===== src/pioiu_pkg.sv =====
// Purpose: constants, opcodes and helpers shared by the port instruction unit
// Assumes: 32-bit avalon-mm data, byte addresses, registers on aligned words
// Notes:   opcode values and register offsets are local to this block
package pioiu_pkg;

    ////////////////////////////////////////////////////////////////////////////
    // bus geometry and register offsets (byte addresses)
    localparam int         AV_ADDR_W   = 6;
    localparam logic [5:0] OFF_CMD     = 6'h00;
    localparam logic [5:0] OFF_WORK    = 6'h04;
    localparam logic [5:0] OFF_PTR     = 6'h08;
    localparam logic [5:0] OFF_STATUS  = 6'h0C;
    localparam logic [5:0] OFF_STROBES = 6'h10;
    localparam logic [5:0] OFF_LATCH   = 6'h14;
    localparam logic [5:0] OFF_WAKEUP  = 6'h18;
    localparam logic [5:0] OFF_PULLUP  = 6'h1C;

    ////////////////////////////////////////////////////////////////////////////
    // field positions
    localparam int ST_SKIP_BIT  = 0;
    localparam int ST_FLAG_BIT  = 1;
    localparam int ST_ILL_BIT   = 2;
    localparam int LAT_P0_LSB   = 0;
    localparam int LAT_P1_LSB   = 4;
    localparam int LAT_P2_LSB   = 8;
    localparam int LAT_P3_LSB   = 10;
    localparam int LAT_SGL_BIT  = 12;
    localparam int CTL0_LSB     = 0;
    localparam int CTL1_LSB     = 4;
    localparam int CTL2_LSB     = 8;

    ////////////////////////////////////////////////////////////////////////////
    // reset values and limits
    localparam logic [3:0]  RST_NIBBLE = 4'h0;
    localparam logic [1:0]  RST_PAIR   = 2'h0;
    localparam logic [5:0]  RST_STB    = 6'h00;
    localparam logic [2:0]  RST_PTR    = 3'h0;
    localparam logic [4:0]  RST_OP     = 5'h00;
    localparam logic [31:0] RST_WORD   = 32'h0000_0000;
    localparam logic [2:0]  PTR_MAX    = 3'h5;
    localparam logic [5:0]  STB_ONE    = 6'h01;
    localparam logic [5:0]  STB_ALL    = 6'h3F;

    ////////////////////////////////////////////////////////////////////////////
    // instruction codes written to the command register
    localparam logic [4:0] OP_NOP      = 5'h00;
    localparam logic [4:0] OP_IN_P0    = 5'h01;
    localparam logic [4:0] OP_OUT_P0   = 5'h02;
    localparam logic [4:0] OP_IN_P1    = 5'h03;
    localparam logic [4:0] OP_OUT_P1   = 5'h04;
    localparam logic [4:0] OP_IN_P2    = 5'h05;
    localparam logic [4:0] OP_OUT_P2   = 5'h06;
    localparam logic [4:0] OP_IN_P3    = 5'h07;
    localparam logic [4:0] OP_OUT_P3   = 5'h08;
    localparam logic [4:0] OP_STB_ALL  = 5'h09;
    localparam logic [4:0] OP_STB_CLR  = 5'h0A;
    localparam logic [4:0] OP_STB_SET  = 5'h0B;
    localparam logic [4:0] OP_STB_TST  = 5'h0C;
    localparam logic [4:0] OP_FLG_SET  = 5'h0D;
    localparam logic [4:0] OP_FLG_CLR  = 5'h0E;
    localparam logic [4:0] OP_FLG_TST  = 5'h0F;
    localparam logic [4:0] OP_IN_SGL   = 5'h10;
    localparam logic [4:0] OP_OUT_SGL  = 5'h11;
    localparam logic [4:0] OP_WR_WK0   = 5'h12;
    localparam logic [4:0] OP_WR_WK1   = 5'h13;
    localparam logic [4:0] OP_WR_WK2   = 5'h14;
    localparam logic [4:0] OP_RD_WK0   = 5'h15;
    localparam logic [4:0] OP_RD_WK1   = 5'h16;
    localparam logic [4:0] OP_RD_WK2   = 5'h17;
    localparam logic [4:0] OP_WR_PU0   = 5'h18;
    localparam logic [4:0] OP_WR_PU1   = 5'h19;
    localparam logic [4:0] OP_WR_PU2   = 5'h1A;

    ////////////////////////////////////////////////////////////////////////////
    // bus handshake states
    typedef enum logic [1:0] {
        BUS_IDLE = 2'b01,
        BUS_ACK  = 2'b10
    } pioiu_bus_t;

    // widen a two-bit port value, upper bits cleared
    function automatic logic [3:0] pioiu_zext2(input logic [1:0] v);
        return {2'b00, v};
    endfunction : pioiu_zext2

    // widen a single pin level, upper bits cleared
    function automatic logic [3:0] pioiu_zext1(input logic v);
        return {3'b000, v};
    endfunction : pioiu_zext1

endpackage : pioiu_pkg


===== src/pioiu_top.sv =====
// Purpose: executes port input/output instructions issued over avalon-mm
// Assumes: one clock CLK_SYS at 100 MHz, synchronous active-high SYS_RST
// Notes:   a write to the command register executes one instruction
//
// Behaviour
// - port_zero read copies the four port_zero pin levels into working_register.
// - port_zero write drives working_register onto port_zero output latches.
// - port_one supports read into and write from working_register.
// - port_two read places its two pin levels in working_register bits 1:0.
// - port_two write drives working_register bits 1:0 to port_two latches.
// - port_three read places its two pin levels in working_register bits 1:0.
// - port_three write drives working_register bits 1:0 to port_three latches.
// - strobe bit-clear zeroes only the bit chosen by bit_pointer.
// - strobe bit-set ones only the bit chosen by bit_pointer.
// - strobe test skips next instruction when chosen bit is zero; pointer 0..5.
// - two instructions set and clear flag_output_pin, working_register untouched.
// - flag test skips next instruction when flag_output_pin is one.
// - single pin read loads the pin level into working_register bit 0.
// - single pin write drives working_register bit 0 onto its output latch.
// - three instructions copy working_register into the wake-on-key controls.
// - three instructions return the wake-on-key controls into working_register.
// - three instructions copy working_register into pull-up controls, write only.
//
// Added by the designer: the placing of the registers and the Avalon-MM interface to the registers.
`timescale 1ns/10ps
`default_nettype none
module pioiu_top import pioiu_pkg::*; (
    input  wire logic        CLK_SYS,
    input  wire logic        SYS_RST,
    input  wire logic [5:0]  AVS_ADDRESS,
    input  wire logic        AVS_READ,
    input  wire logic        AVS_WRITE,
    input  wire logic [31:0] AVS_WRITEDATA,
    input  wire logic [3:0]  AVS_BYTEENABLE,
    output logic      [31:0] AVS_READDATA,
    output logic             AVS_WAITREQUEST,
    input  wire logic [3:0]  PORT_ZERO_IN,
    output logic      [3:0]  PORT_ZERO_OUT,
    input  wire logic [3:0]  PORT_ONE_IN,
    output logic      [3:0]  PORT_ONE_OUT,
    input  wire logic [1:0]  PORT_TWO_IN,
    output logic      [1:0]  PORT_TWO_OUT,
    input  wire logic [1:0]  PORT_THREE_IN,
    output logic      [1:0]  PORT_THREE_OUT,
    output logic      [5:0]  OUTPUT_STROBES,
    output logic             FLAG_OUTPUT_PIN,
    input  wire logic        SINGLE_INPUT_PIN,
    output logic             SINGLE_PIN_LATCH,
    output logic             SKIP_NEXT,
    output logic      [3:0]  WAKEUP_CONTROL_ZERO,
    output logic      [3:0]  WAKEUP_CONTROL_ONE,
    output logic      [3:0]  WAKEUP_CONTROL_TWO,
    output logic      [3:0]  PULLUP_CONTROL_ZERO,
    output logic      [3:0]  PULLUP_CONTROL_ONE,
    output logic      [3:0]  PULLUP_CONTROL_TWO
);

    ////////////////////////////////////////////////////////////////////////////
    // state of the whole unit
    typedef struct packed {
        pioiu_bus_t  bus;
        logic [31:0] rdata;
        logic [3:0]  wreg;
        logic [2:0]  ptr;
        logic [4:0]  last_op;
        logic        skip;
        logic        illegal;
        logic [3:0]  p0;
        logic [3:0]  p1;
        logic [1:0]  p2;
        logic [1:0]  p3;
        logic [5:0]  stb;
        logic        flag;
        logic        sgl;
        logic [3:0]  wk0;
        logic [3:0]  wk1;
        logic [3:0]  wk2;
        logic [3:0]  pu0;
        logic [3:0]  pu1;
        logic [3:0]  pu2;
    } pioiu_state_t;

    pioiu_state_t st_r;
    pioiu_state_t st_nxt;

    logic [12:0] pins_sync;
    logic [3:0]  pin_p0;
    logic [3:0]  pin_p1;
    logic [1:0]  pin_p2;
    logic [1:0]  pin_p3;
    logic        pin_sgl;
    logic        bus_req;
    logic        wr_go;
    logic [4:0]  op;
    logic        op_clr;
    logic        op_set;
    logic [5:0]  stb_new;
    logic        stb_sel;
    logic [31:0] rd_mux;

    ////////////////////////////////////////////////////////////////////////////
    // all pin inputs pass two flops before any instruction samples them
    pioiu_sync #(
        .W    (13)
    ) u_sync (
        .clk  (CLK_SYS),
        .rst  (SYS_RST),
        .din  ({SINGLE_INPUT_PIN, PORT_THREE_IN, PORT_TWO_IN, PORT_ONE_IN,
                PORT_ZERO_IN}),
        .dout (pins_sync)
    );

    // unpack the synchronised pin levels
    assign pin_p0  = pins_sync[3:0];
    assign pin_p1  = pins_sync[7:4];
    assign pin_p2  = pins_sync[9:8];
    assign pin_p3  = pins_sync[11:10];
    assign pin_sgl = pins_sync[12];

    ////////////////////////////////////////////////////////////////////////////
    // bus handshake: every access waits one cycle, write acts on release edge
    assign bus_req         = AVS_READ | AVS_WRITE;
    assign AVS_WAITREQUEST = bus_req & (st_r.bus == BUS_IDLE);
    assign wr_go           = AVS_WRITE & (st_r.bus == BUS_ACK) & AVS_BYTEENABLE[0];
    assign op              = AVS_WRITEDATA[4:0];
    assign op_clr          = wr_go & (AVS_ADDRESS == OFF_CMD) & (op == OP_STB_CLR);
    assign op_set          = wr_go & (AVS_ADDRESS == OFF_CMD) & (op == OP_STB_SET);

    ////////////////////////////////////////////////////////////////////////////
    // pointer-addressed strobe bit logic
    pioiu_bitop u_bitop (
        .stb     (st_r.stb),
        .ptr     (st_r.ptr),
        .do_clr  (op_clr),
        .do_set  (op_set),
        .stb_new (stb_new),
        .sel_bit (stb_sel)
    );

    ////////////////////////////////////////////////////////////////////////////
    // read mux; unmapped addresses read as zero
    always_comb begin
        rd_mux = RST_WORD;
        case (AVS_ADDRESS)
            OFF_CMD: begin
                rd_mux[4:0] = st_r.last_op;
            end
            OFF_WORK: begin
                rd_mux[3:0] = st_r.wreg;
            end
            OFF_PTR: begin
                rd_mux[2:0] = st_r.ptr;
            end
            OFF_STATUS: begin
                rd_mux[ST_SKIP_BIT] = st_r.skip;
                rd_mux[ST_FLAG_BIT] = st_r.flag;
                rd_mux[ST_ILL_BIT]  = st_r.illegal;
            end
            OFF_STROBES: begin
                rd_mux[5:0] = st_r.stb;
            end
            OFF_LATCH: begin
                rd_mux[LAT_P0_LSB +: 4] = st_r.p0;
                rd_mux[LAT_P1_LSB +: 4] = st_r.p1;
                rd_mux[LAT_P2_LSB +: 2] = st_r.p2;
                rd_mux[LAT_P3_LSB +: 2] = st_r.p3;
                rd_mux[LAT_SGL_BIT]     = st_r.sgl;
            end
            OFF_WAKEUP: begin
                rd_mux[CTL0_LSB +: 4] = st_r.wk0;
                rd_mux[CTL1_LSB +: 4] = st_r.wk1;
                rd_mux[CTL2_LSB +: 4] = st_r.wk2;
            end
            default: begin
                rd_mux = RST_WORD;  // pull-up controls have no read path
            end
        endcase
    end

    ////////////////////////////////////////////////////////////////////////////
    // next state: handshake, register writes and instruction execution
    always_comb begin
        st_nxt = st_r;
        unique case (st_r.bus)
            BUS_IDLE: begin
                if (bus_req) begin
                    st_nxt.bus = BUS_ACK;
                    if (AVS_READ) begin
                        st_nxt.rdata = rd_mux;
                    end
                end
            end
            BUS_ACK: begin
                st_nxt.bus = BUS_IDLE;
            end
        endcase
        if (wr_go) begin
            case (AVS_ADDRESS)
                OFF_WORK: begin
                    st_nxt.wreg = AVS_WRITEDATA[3:0];
                end
                OFF_PTR: begin
                    st_nxt.ptr = AVS_WRITEDATA[2:0];  // 6 and 7 are inert
                end
                OFF_STATUS: begin
                    if (AVS_WRITEDATA[ST_ILL_BIT]) begin
                        st_nxt.illegal = 1'b0;  // write one to clear
                    end
                end
                OFF_CMD: begin
                    st_nxt.last_op = op;
                    st_nxt.skip    = 1'b0;  // skip reflects the latest command only
                    case (op)
                        OP_NOP: begin
                            st_nxt.skip = 1'b0;
                        end
                        OP_IN_P0: begin
                            st_nxt.wreg = pin_p0;
                        end
                        OP_OUT_P0: begin
                            st_nxt.p0 = st_r.wreg;
                        end
                        OP_IN_P1: begin
                            st_nxt.wreg = pin_p1;
                        end
                        OP_OUT_P1: begin
                            st_nxt.p1 = st_r.wreg;
                        end
                        OP_IN_P2: begin
                            st_nxt.wreg = pioiu_zext2(pin_p2);
                        end
                        OP_OUT_P2: begin
                            st_nxt.p2 = st_r.wreg[1:0];
                        end
                        OP_IN_P3: begin
                            st_nxt.wreg = pioiu_zext2(pin_p3);
                        end
                        OP_OUT_P3: begin
                            st_nxt.p3 = st_r.wreg[1:0];
                        end
                        OP_STB_ALL: begin
                            st_nxt.stb = STB_ALL;
                        end
                        OP_STB_CLR, OP_STB_SET: begin
                            st_nxt.stb = stb_new;
                        end
                        OP_STB_TST: begin
                            st_nxt.skip = ~stb_sel;
                        end
                        OP_FLG_SET: begin
                            st_nxt.flag = 1'b1;
                        end
                        OP_FLG_CLR: begin
                            st_nxt.flag = 1'b0;
                        end
                        OP_FLG_TST: begin
                            st_nxt.skip = st_r.flag;
                        end
                        OP_IN_SGL: begin
                            st_nxt.wreg = pioiu_zext1(pin_sgl);
                        end
                        OP_OUT_SGL: begin
                            st_nxt.sgl = st_r.wreg[0];
                        end
                        OP_WR_WK0: begin
                            st_nxt.wk0 = st_r.wreg;
                        end
                        OP_WR_WK1: begin
                            st_nxt.wk1 = st_r.wreg;
                        end
                        OP_WR_WK2: begin
                            st_nxt.wk2 = st_r.wreg;
                        end
                        OP_RD_WK0: begin
                            st_nxt.wreg = st_r.wk0;
                        end
                        OP_RD_WK1: begin
                            st_nxt.wreg = st_r.wk1;
                        end
                        OP_RD_WK2: begin
                            st_nxt.wreg = st_r.wk2;
                        end
                        OP_WR_PU0: begin
                            st_nxt.pu0 = st_r.wreg;
                        end
                        OP_WR_PU1: begin
                            st_nxt.pu1 = st_r.wreg;
                        end
                        OP_WR_PU2: begin
                            st_nxt.pu2 = st_r.wreg;
                        end
                        default: begin
                            st_nxt.illegal = 1'b1;  // unknown code: sets illegal, otherwise acts as a nop
                        end
                    endcase
                end
                default: begin
                    st_nxt.illegal = st_r.illegal;  // read-only or unmapped: ignored
                end
            endcase
        end
    end

    ////////////////////////////////////////////////////////////////////////////
    // state register with synchronous reset
    always_ff @(posedge CLK_SYS) begin
        if (SYS_RST) begin
            st_r.bus     <= BUS_IDLE;
            st_r.rdata   <= RST_WORD;
            st_r.wreg    <= RST_NIBBLE;
            st_r.ptr     <= RST_PTR;
            st_r.last_op <= RST_OP;
            st_r.skip    <= 1'b0;
            st_r.illegal <= 1'b0;
            st_r.p0      <= RST_NIBBLE;
            st_r.p1      <= RST_NIBBLE;
            st_r.p2      <= RST_PAIR;
            st_r.p3      <= RST_PAIR;
            st_r.stb     <= RST_STB;
            st_r.flag    <= 1'b0;
            st_r.sgl     <= 1'b0;
            st_r.wk0     <= RST_NIBBLE;
            st_r.wk1     <= RST_NIBBLE;
            st_r.wk2     <= RST_NIBBLE;
            st_r.pu0     <= RST_NIBBLE;
            st_r.pu1     <= RST_NIBBLE;
            st_r.pu2     <= RST_NIBBLE;
        end else begin
            st_r <= st_nxt;
        end
    end

    ////////////////////////////////////////////////////////////////////////////
    // all outputs but AVS_WAITREQUEST come straight from flops
    assign AVS_READDATA        = st_r.rdata;
    assign PORT_ZERO_OUT       = st_r.p0;
    assign PORT_ONE_OUT        = st_r.p1;
    assign PORT_TWO_OUT        = st_r.p2;
    assign PORT_THREE_OUT      = st_r.p3;
    assign OUTPUT_STROBES      = st_r.stb;
    assign FLAG_OUTPUT_PIN     = st_r.flag;
    assign SINGLE_PIN_LATCH    = st_r.sgl;
    assign SKIP_NEXT           = st_r.skip;
    assign WAKEUP_CONTROL_ZERO = st_r.wk0;
    assign WAKEUP_CONTROL_ONE  = st_r.wk1;
    assign WAKEUP_CONTROL_TWO  = st_r.wk2;
    assign PULLUP_CONTROL_ZERO = st_r.pu0;
    assign PULLUP_CONTROL_ONE  = st_r.pu1;
    assign PULLUP_CONTROL_TWO  = st_r.pu2;

endmodule : pioiu_top
`default_nettype wire


===== src/pioiu_sync.sv =====
// Purpose: two-stage synchroniser for pin inputs
// Assumes: inputs are asynchronous to CLK_SYS
// Notes:   stage one feeds stage two only
`timescale 1ns/10ps
`default_nettype none
module pioiu_sync #(
    parameter int W = 13
) (
    input  wire logic         clk,
    input  wire logic         rst,
    input  wire logic [W-1:0] din,
    output logic      [W-1:0] dout
);

    typedef struct packed {
        logic [W-1:0] s1;
        logic [W-1:0] s2;
    } pioiu_sync_t;

    pioiu_sync_t r_r;
    pioiu_sync_t r_nxt;

    ////////////////////////////////////////////////////////////////////////////
    // shift pins through two flops
    always_comb begin
        r_nxt    = r_r;
        r_nxt.s1 = din;
        r_nxt.s2 = r_r.s1;
    end

    always_ff @(posedge clk) begin
        if (rst) begin
            r_r <= '0;
        end else begin
            r_r <= r_nxt;
        end
    end

    assign dout = r_r.s2;

endmodule : pioiu_sync
`default_nettype wire


===== src/pioiu_bitop.sv =====
// Purpose: pointer-addressed bit clear, set and test on the strobe port
// Assumes: pointer values above five select no bit
// Notes:   purely combinational
`timescale 1ns/10ps
`default_nettype none
module pioiu_bitop import pioiu_pkg::*; (
    input  wire logic [5:0] stb,
    input  wire logic [2:0] ptr,
    input  wire logic       do_clr,
    input  wire logic       do_set,
    output logic      [5:0] stb_new,
    output logic            sel_bit
);

    logic [5:0] mask;

    ////////////////////////////////////////////////////////////////////////////
    // one-hot mask; out-of-range pointer touches nothing and tests as one
    always_comb begin
        mask    = (ptr <= PTR_MAX) ? (STB_ONE << ptr) : 6'h00;
        stb_new = stb;
        if (do_clr) begin
            stb_new = stb & ~mask;
        end else if (do_set) begin
            stb_new = stb | mask;
        end
        sel_bit = (ptr <= PTR_MAX) ? stb[ptr] : 1'b1;
    end

endmodule : pioiu_bitop
`default_nettype wire


===== config.mk =====
export PLATFORM = sky130hd
export DESIGN_NAME = pioiu_top
export DESIGN_NICKNAME = d
export VERILOG_FILES = /design/src/pioiu_pkg.sv /design/src/pioiu_top.sv /design/src/pioiu_sync.sv /design/src/pioiu_bitop.sv
export SDC_FILE = /design/constraint.sdc
export NUM_CORES = 1
export LEC_CHECK = 0
export BUFFER_PORTS_ARGS = -buffer_cell sky130_fd_sc_hd__buf_2
export CELL_PAD_IN_SITES_DETAIL_PLACEMENT = 0
export CELL_PAD_IN_SITES_GLOBAL_PLACEMENT = 2
export CORE_ASPECT_RATIO = 0.7
export CORE_MARGIN = 5
export CORE_UTILIZATION = 29
export CTS_BUF_LIST = sky130_fd_sc_hd__clkbuf_4 sky130_fd_sc_hd__clkbuf_8
export CTS_CLUSTER_DIAMETER = 30
export DETAILED_ROUTE_END_ITERATION = 16
export MAX_ROUTING_LAYER = met4
export PLACE_DENSITY = 0.86
export SLEW_MARGIN = 5
export SYNTH_ARGS = -nofsm -noshare
export SYNTH_HDL_FRONTEND = slang
export SYNTH_SLANG_ARGS = --single-unit

===== constraint.sdc =====
create_clock -name CLK_SYS -period 1.5 [get_ports CLK_SYS]
set_input_delay 0.15 -clock CLK_SYS [delete_from_list [all_inputs] [get_ports CLK_SYS]]
set_output_delay 0.15 -clock CLK_SYS [all_outputs]
set_load 0.005 [all_outputs]

==> results of run 1 <==
## sequential cells by signal, summed over array words and instances, names as in the netlist
register / count
PULLUP_CONTROL_ZERO: 4
PULLUP_CONTROL_TWO: 4
st_r: 15
PULLUP_CONTROL_ONE: 4
WAKEUP_CONTROL_ZERO: 4
OUTPUT_STROBES: 6
PORT_TWO_OUT: 2
FLAG_OUTPUT_PIN: 1
WAKEUP_CONTROL_ONE: 4
SKIP_NEXT: 1
u_sync.dout: 13
AVS_READDATA: 13
WAKEUP_CONTROL_TWO: 4
u_sync.r_nxt: 13
SINGLE_PIN_LATCH: 1
PORT_THREE_OUT: 2
PORT_ZERO_OUT: 4
PORT_ONE_OUT: 4
## cell usage in the layout (no fill, tap or decap), drive strengths merged, types with 19 or more instances in the layout
| cell | instances |
|---|---|
| buf | 193 |
| nor3 | 29 |
| a21oi | 24 |
| nor2b | 32 |
| conb | 19 |
| nor2 | 61 |
| mux2i | 42 |
| dfxtp | 99 |
| nand2 | 38 |
## cells by family after synthesis
logic type | after synthesis | synth area share
compound gates | 91 | 0.1287
buf+inv | 115 | 0.1464
flops | 99 | 0.4020
mux | 49 | 0.1081
other cells | 1 | 0.0007607
simple gates | 200 | 0.2140
## area by class of cell
class                   count  share of cell area
well taps                 225             0.04278
inverters                   5            0.002852
clock buffers              11             0.02110
flip-flops and latches     99              0.3017
repair buffers            205              0.2224
clock inverters             4             0.01502
multi-input cells         359              0.3941
## power by group through the flow
| stage | clock network, mW | logic [mW] | registers [mW] |
|---|---|---|---|
| final | 2.08 | 0.566 | 2.70 |
| after global placement | 0 | 0.484 | 2.76 |
| after detailed placement | 0 | 0.490 | 2.76 |
| after floorplan | 0 | 0.312 | 2.76 |
| after global routing | 2.24 | 0.620 | 2.71 |
| after CTS | 2.13 | 0.542 | 2.70 |
## synth_stat cells, types with 2 or more instances
library cell,count
dfxtp_1,99
buf_4,75
nor2_1,61
mux2i_1,42
nand2_1,38
nor2b_1,32
clkbuf_1,25
nor3_1,25
a21oi_1,24
a211oi_1,12
o21ai_0,11
a221oi_1,8
buf_2,7
nand3_1,7
a311oi_1,5
inv_1,5
a22oi_1,4
a31oi_1,4
mux2_2,4
nand3b_1,4
a32o_1,3
and3_1,3
buf_1,3
mux4_2,3
nand2b_1,3
nor3_2,3
nor3b_1,3
o21bai_1,3
a222oi_1,2
a41oi_1,2
and4_1,2
nand4_1,2
nor4_1,2
nor4_2,2
o221ai_1,2
o31ai_1,2
or3_1,2
## layer usage
metal	share of wire	wire, um
met4	0.0085	133
met1	0.50	7831
met3	0.056	878
met2	0.43	6724
met5	0	0
## repair_timing
| action | 4_1_cts | 5_1_grt |
|---|---|---|
| setup buffers | 8 | 10 |
| setup endpoints to repair | 60 | 65 |
| gates resized for setup | 45 | 40 |
| endpoints found under the hold margin | 12 | 0 |
| hold buffers | 12 | 0 |
| pin swaps | 24 | 25 |
## worst max path at each step
stage | from | endpoint | cells after the start
2_1_floorplan | AVS_ADDRESS[5] | PORT_THREE_OUT[1]$_SDFFE_PP0P_ | 5
6_report | st_r[90]$_SDFFE_PP1P_ | PULLUP_CONTROL_TWO[3]$_SDFFE_PP0P_ | 8
3_5_place_dp | AVS_ADDRESS[5] | SINGLE_PIN_LATCH$_SDFFE_PP0P_ | 7
5_1_grt | st_r[90]$_SDFFE_PP1P_ | OUTPUT_STROBES[1]$_SDFFE_PP0P_ | 7
4_1_cts | st_r[90]$_SDFFE_PP1P_ | PORT_ZERO_OUT[3]$_SDFFE_PP0P_ | 6
3_3_place_gp | AVS_ADDRESS[5] | PULLUP_CONTROL_ONE[1]$_SDFFE_PP0P_ | 7
==> summary.md, run 1 <==
| Metric | Value |
|---|---|
| Total Power | `5.346 mW` |
| Clock Sinks | `99` |
| Setup TNS after final layout | `-5.400 ns` |
| Seq/Total Area, Yosys | `0.4020` |
| Share of power burned in registers | `0.505` |
| CTS H-Tree Depth | `3` |
| Total CTS buffers | `9` |
| RR Startpoint | `st_r[90]$_SDFFE_PP1P_` |
| Final number of hold-violating endpoints | `0` |
| Final worst setup slack | `-0.2133 ns` |
| PwrDens | `812.3 mW/mm^2` |
| Latest clock arrival within the worst-skew pair | `0.37 ns` |
| Core Box Area | `0.01649 mm^2` |
| Status | `complete, but fails checks` |
| Met2 Track Usage GR | `0.2352` |
| Initial antenna violation count | `0` |
| Switch share | `0.2360` |
| Cell count after synthesis | `555` |
| Die area | `0.01975 mm^2` |
| RSZ-0062 raised after global routing | `yes` |
| I/O Buffers | `87` |
| CTS tree | `built` |
| Slew Limit Fails | `0` |
| Reg-to-reg endpoint | `PULLUP_CONTROL_TWO[3]$_SDFFE_PP0P_` |
| # nets final | `738` |
| Top-area cell type share of the netlist area | `0.4020` |
| Layout area overhead | `33.50%` |
| Critical path class | `reg2reg` |
| Worst slew pin tran | `0.5800 ns` |
| Finished Layout Cells | `908` |
| Maximum vdd ir drop | `459.5 uV` |
| Gr ovfl total | `0` |
| Violated checks | `setup timing` |
| P_int | `4.085 mW` |
| Ys Warns | `0` |
| GRT met1 Usage | `0.2228` |
| ANT nets after route | `0` |
| Gr usage total | `0.1587` |
| Inst Count DP | `866` |
| Core Util, Final | `0.3990` |
| Period utilization | `1.142` |
| Critical Path Fanout Max | `4` |
| Iteration-0 DRC count of the detailed router | `319` |
| CP max stage delay | `0.36 ns` |
| Vias per inst | `4.818` |
| Ports | `137` |
| Net switching power figure | `1.262 mW` |
| Vias | `4375` |
| WL per Instance | `17.14 um` |
| Initial Utilization | `0.2989` |
| Final setup viols | `50` |
| Area of the multi-input gates | `0.002594 mm^2` |
| Post-Syn Area per Cell | `8.882 um^2` |
| GPL Wtd Cong | `0.9045` |
| Post-DP HPWL | `11850 um` |
| Crit path cell chain | `and4b_2 -> buf_6 -> nand4_1 -> buf_6 -> nor2_4 -> buf_6 -> mux2i_1 -> nor2_1` |
| Flop and latch count out of synthesis | `99` |
| Largest net degree at the start of global routing | `36` |
| CP startpoint kind | `register` |
| Worst Hold End | `u_sync.r_nxt[6]$_SDFF_PP0_` |
| Post-route minimum period | `1.713 ns` |
| Layout cells sized above 1 | `0.4026` |
| Arrival time worst endpoint | `1.98 ns` |
| DIE HEIGHT | `119.1 um` |
| Fmax | `583.7 MHz` |
| Total placed instance area | `0.005736 mm^2` |
| FFs w/ async S/R, synth | `0` |
| Hold WC Path Type | `in2reg` |
| Crit path capture type | `register` |
| Via count of the first global-routing pass | `4374` |
| Area contributors post-synth | `dfxtp_1 40%, buf_4 11%, mux2i_1 8.5%` |
| Slowest stage cell, crit path | `and4b_2` |
| Worst path buffer plus inverter count | `3` |
| DRC errors left | `0` |
| Worst rel slew slack | `0.6134` |
| Clock slew at reported path FFs | `0.10 ns` |
| Predominant post-synthesis flop cell | `dfxtp_1` |
| Register area | `0.001986 mm^2` |
| Post-Route Skew | `0.01015 ns` |
| Leakage | `2.703 nW` |
| Final Instance Area | `0.006581 mm^2` |
| Fillers | `1737` |
| Most crowded layer after global routing | `met2` |
| M3 GR Usage | `0.03808` |
| Hold Crit Start | `PORT_ONE_IN[2]` |
| Hold path depth | `2` |
| Longest Clk Path Bufs | `2` |
| Combinational share of power | `0.106` |
| Hold slack | `0.006533 ns` |
| Antenna cells | `0` |
| Worst R2R Path Depth | `8` |
| Syn Std Cell Area | `0.004930 mm^2` |
| DP Worst Slack | `-0.3616 ns` |
| Worst path most repeated cell | `buf_6` |
| CTS root buf | `clkbuf_8` |
| First-pass GRT wire length | `24380 um` |
| Synth area leader | `dfxtp_1` |
| Post-synth EDFFs | `0` |
| Die X | `165.8 um` |
| Row cnt | `39` |
| CP delay by family, top | `simple AND/OR/NAND/NOR gates` |
| Worst endpoint required time | `1.77 ns` |
| R2r setup slk | `-0.21 ns` |
| Cell variety after synth | `58` |
| MaxCap Viol Count | `0` |
| First-pass DRT Iterations | `4` |
| WL final | `15570 um` |
| Clock power frac | `0.389` |
No activity file was read; power rests on OpenSTA's default activity.
==> inputs of run 2 (changes only) <==
--- a/config.mk
+++ b/config.mk
@@ -8,7 +8,7 @@
 export BUFFER_PORTS_ARGS = -buffer_cell sky130_fd_sc_hd__buf_2
 export CELL_PAD_IN_SITES_DETAIL_PLACEMENT = 0
 export CELL_PAD_IN_SITES_GLOBAL_PLACEMENT = 2
-export CORE_ASPECT_RATIO = 0.7
+export CORE_ASPECT_RATIO = 1.4
 export CORE_MARGIN = 5
 export CORE_UTILIZATION = 29
 export CTS_BUF_LIST = sky130_fd_sc_hd__clkbuf_4 sky130_fd_sc_hd__clkbuf_8
==> summary.md, run 2 (same netlist as run 1, synthesis figures left out) <==
| Metric | Value |
|---|---|
| Iteration-0 DRC count of the detailed router | `265 (-17%)` |
| Row cnt | `56 (+44%)` |
| Post-Route Skew | `0.01758 ns (+0.007428 ns)` |
| Initial Utilization | `0.2944 (-0.004511)` |
| CTS tree | `built` |
| Clock Sinks | `99 (unchanged)` |
| Hold WC Path Type | `in2reg` |
| CTS root buf | `clkbuf_8` |
| Longest Clk Path Bufs | `2 (unchanged)` |
| Total Power | `5.110 mW (-4.4%)` |
| Ports | `137 (unchanged)` |
| Post-route minimum period | `1.643 ns (-0.06992 ns)` |
| Final setup viols | `41 (-18%)` |
| Period utilization | `1.096 (-0.04661)` |
| Max FFs per register | `15 (unchanged)` |
| DRC errors left | `0 (unchanged)` |
| Leakage | `2.588 nW (-4.2%)` |
| # nets final | `725 (-1.8%)` |
| Layout cells sized above 1 | `0.3845 (-0.01813)` |
| I/O Buffers | `87 (unchanged)` |
| Maximum vdd ir drop | `411.9 uV (-10%)` |
| Critical path class | `reg2reg` |
| Vias | `4297 (-1.8%)` |
| Status | `complete, but fails checks` |
| Worst endpoint required time | `1.80 ns (+0.03 ns)` |
| WL per Instance | `16.94 um (-1.2%)` |
| Slew Limit Fails | `0 (unchanged)` |
| Fmax | `608.5 MHz (+4.3%)` |
| Crit path capture type | `register` |
| Via count of the first global-routing pass | `4341 (-0.75%)` |
| Critical Path Fanout Max | `8 (+4)` |
| CTS H-Tree Depth | `3 (unchanged)` |
| MaxCap Viol Count | `0 (unchanged)` |
| CP max stage delay | `0.37 ns (about the same)` |
| Most frequent cells in the layout | `96 x dfxtp_1, 87 x buf_2, 80 x buf_4` |
| Gr usage total | `0.1541 (-0.004549)` |
| Gr ovfl total | `0 (unchanged)` |
| Crit path cell chain | `and4b_2 -> nand3_4 -> nor3_2 -> buf_4 -> a211oi_2 -> a311oi_1` |
| Layout area overhead | `28.53%` |
| DIE HEIGHT | `164.3 um (+38%)` |
| ANT nets after route | `0 (unchanged)` |
| CP startpoint kind | `register` |
| Critical path origin | `st_r[90]$_SDFFE_PP1P_` |
| Clock slew at reported path FFs | `0.11 ns (about the same)` |
| First-pass GRT wire length | `23200 um (-4.8%)` |
| Setup TNS after final layout | `-2.730 ns (+2.670 ns)` |
| Initial antenna violation count | `1 (+1)` |
| WL final | `14830 um (-4.8%)` |
| Post-DP HPWL | `11470 um (-3.3%)` |
| Violated checks | `setup timing` |
| Latest clock arrival within the worst-skew pair | `0.38 ns (about the same)` |
| First-pass DRT Iterations | `4 (unchanged)` |
| Die area | `0.01974 mm^2 (about the same)` |
| Slowest stage cell, crit path | `and4b_2` |
| Total CTS buffers | `9 (unchanged)` |
| Final number of hold-violating endpoints | `0 (unchanged)` |
| Largest net degree at the start of global routing | `50 (+39%)` |
| Arrival time worst endpoint | `1.94 ns (-0.04 ns)` |
| PwrDens | `806.5 mW/mm^2 (-0.72%)` |
| RR Startpoint | `st_r[90]$_SDFFE_PP1P_` |
| Core Box Area | `0.01675 mm^2 (+1.5%)` |
| Final worst setup slack | `-0.1434 ns (+0.06992 ns)` |
| Hold Crit Start | `PORT_TWO_IN[1]` |
| RSZ-0062 raised after global routing | `yes` |
| GPL Wtd Cong | `0.8775 (-3.0%)` |
| Vias per inst | `4.911 (+1.9%)` |
| Most common cell after layout, fill and taps aside | `dfxtp_1` |
| Biggest register | `st_r` |
| DP Worst Slack | `-0.3614 ns (+0.0002820 ns)` |
| Die X | `120.2 um (-28%)` |
[run 2: changes by cell type in the layout (fill, tap and decap cells not counted), moves of 4 or more]
cell	previous run	this run
buf_6	18	13
a21oi_2	8	2
a21oi_1	16	22
buf_4	84	80
[run 2: worst max-delay path: cells and delay by family, from the launching register on]
kind,cells,cell delay (ns)
AOI/OAI and AO/OA,2,0.30
buffers and inverters,1,0.17
DFF,1,0.34
and+or+nand+nor,3,0.74
[run 2: stage by stage]
stage	std cells	cell area (um^2)	hold WS [ns]	util
4_1_cts	872	6221	0.001471	0.3715
3_5_place_dp	839	5683	0.3694	0.3394
6_report	875	6336	0.005993	0.3784
3_3_place_gp	839	5683	0.3743	0.3394
5_1_grt	875	6336	0.02237	0.3784
2_1_floorplan	573	5022	0.2782	-
[run 2: path summary, 6_finish.rpt]
kind / to / slack [ns] / depth (start not counted)
max: OUTPUT_STROBES[1]$_SDFFE_PP0P_ / -0.14 / 6
min: u_sync.r_nxt[9]$_SDFF_PP0_ / 0.006 / 2
max reg2reg: OUTPUT_STROBES[1]$_SDFFE_PP0P_ / -0.14 / 6
min reg2reg: u_sync.dout[4]$_SDFF_PP0_ / 0.45 / 1
[run 2: timing repair]
action                                 in CTS  in global routing
gates cloned                                0                  0
resized for setup                          39                 23
endpoints found under the hold margin       9                  0
pin swaps                                  24                 15
buffers inserted                            9                  3
hold buffers                                9                  0
setup endpoints to repair                  59                 65
[run 2: routing by layer]
metal  part of all wire  track usage  wire length [um]
met3              0.045      0.02584               669
met5                  0            -                 0
met1               0.41       0.1697              6005
met4              0.040      0.08129               597
met2               0.51       0.2663              7554
[run 2: area by class of cell]
| type | instances | area [um^2] |
|---|---|---|
| Fill cell | 1723 | 10410 |
| Multi-Input combinational cell | 359 | 2527 |
| Sequential cell | 99 | 1986 |
| Timing Repair Buffer | 192 | 1333 |
| Tap cell | 203 | 254.0 |
| Clock buffer | 9 | 123.9 |
| Clock inverter | 7 | 91.34 |
| Inverter | 5 | 18.77 |
| Antenna cell | 1 | 2.502 |
[run 2: where the power goes]
| part | internal (mW) | switching [mW] | total, mW |
|---|---|---|---|
| registers | 2.68 | 0.0194 | 2.70 |
| clock network | 0.815 | 1.04 | 1.86 |
| logic | 0.252 | 0.296 | 0.549 |
| total | 3.75 | 1.36 | 5.11 |
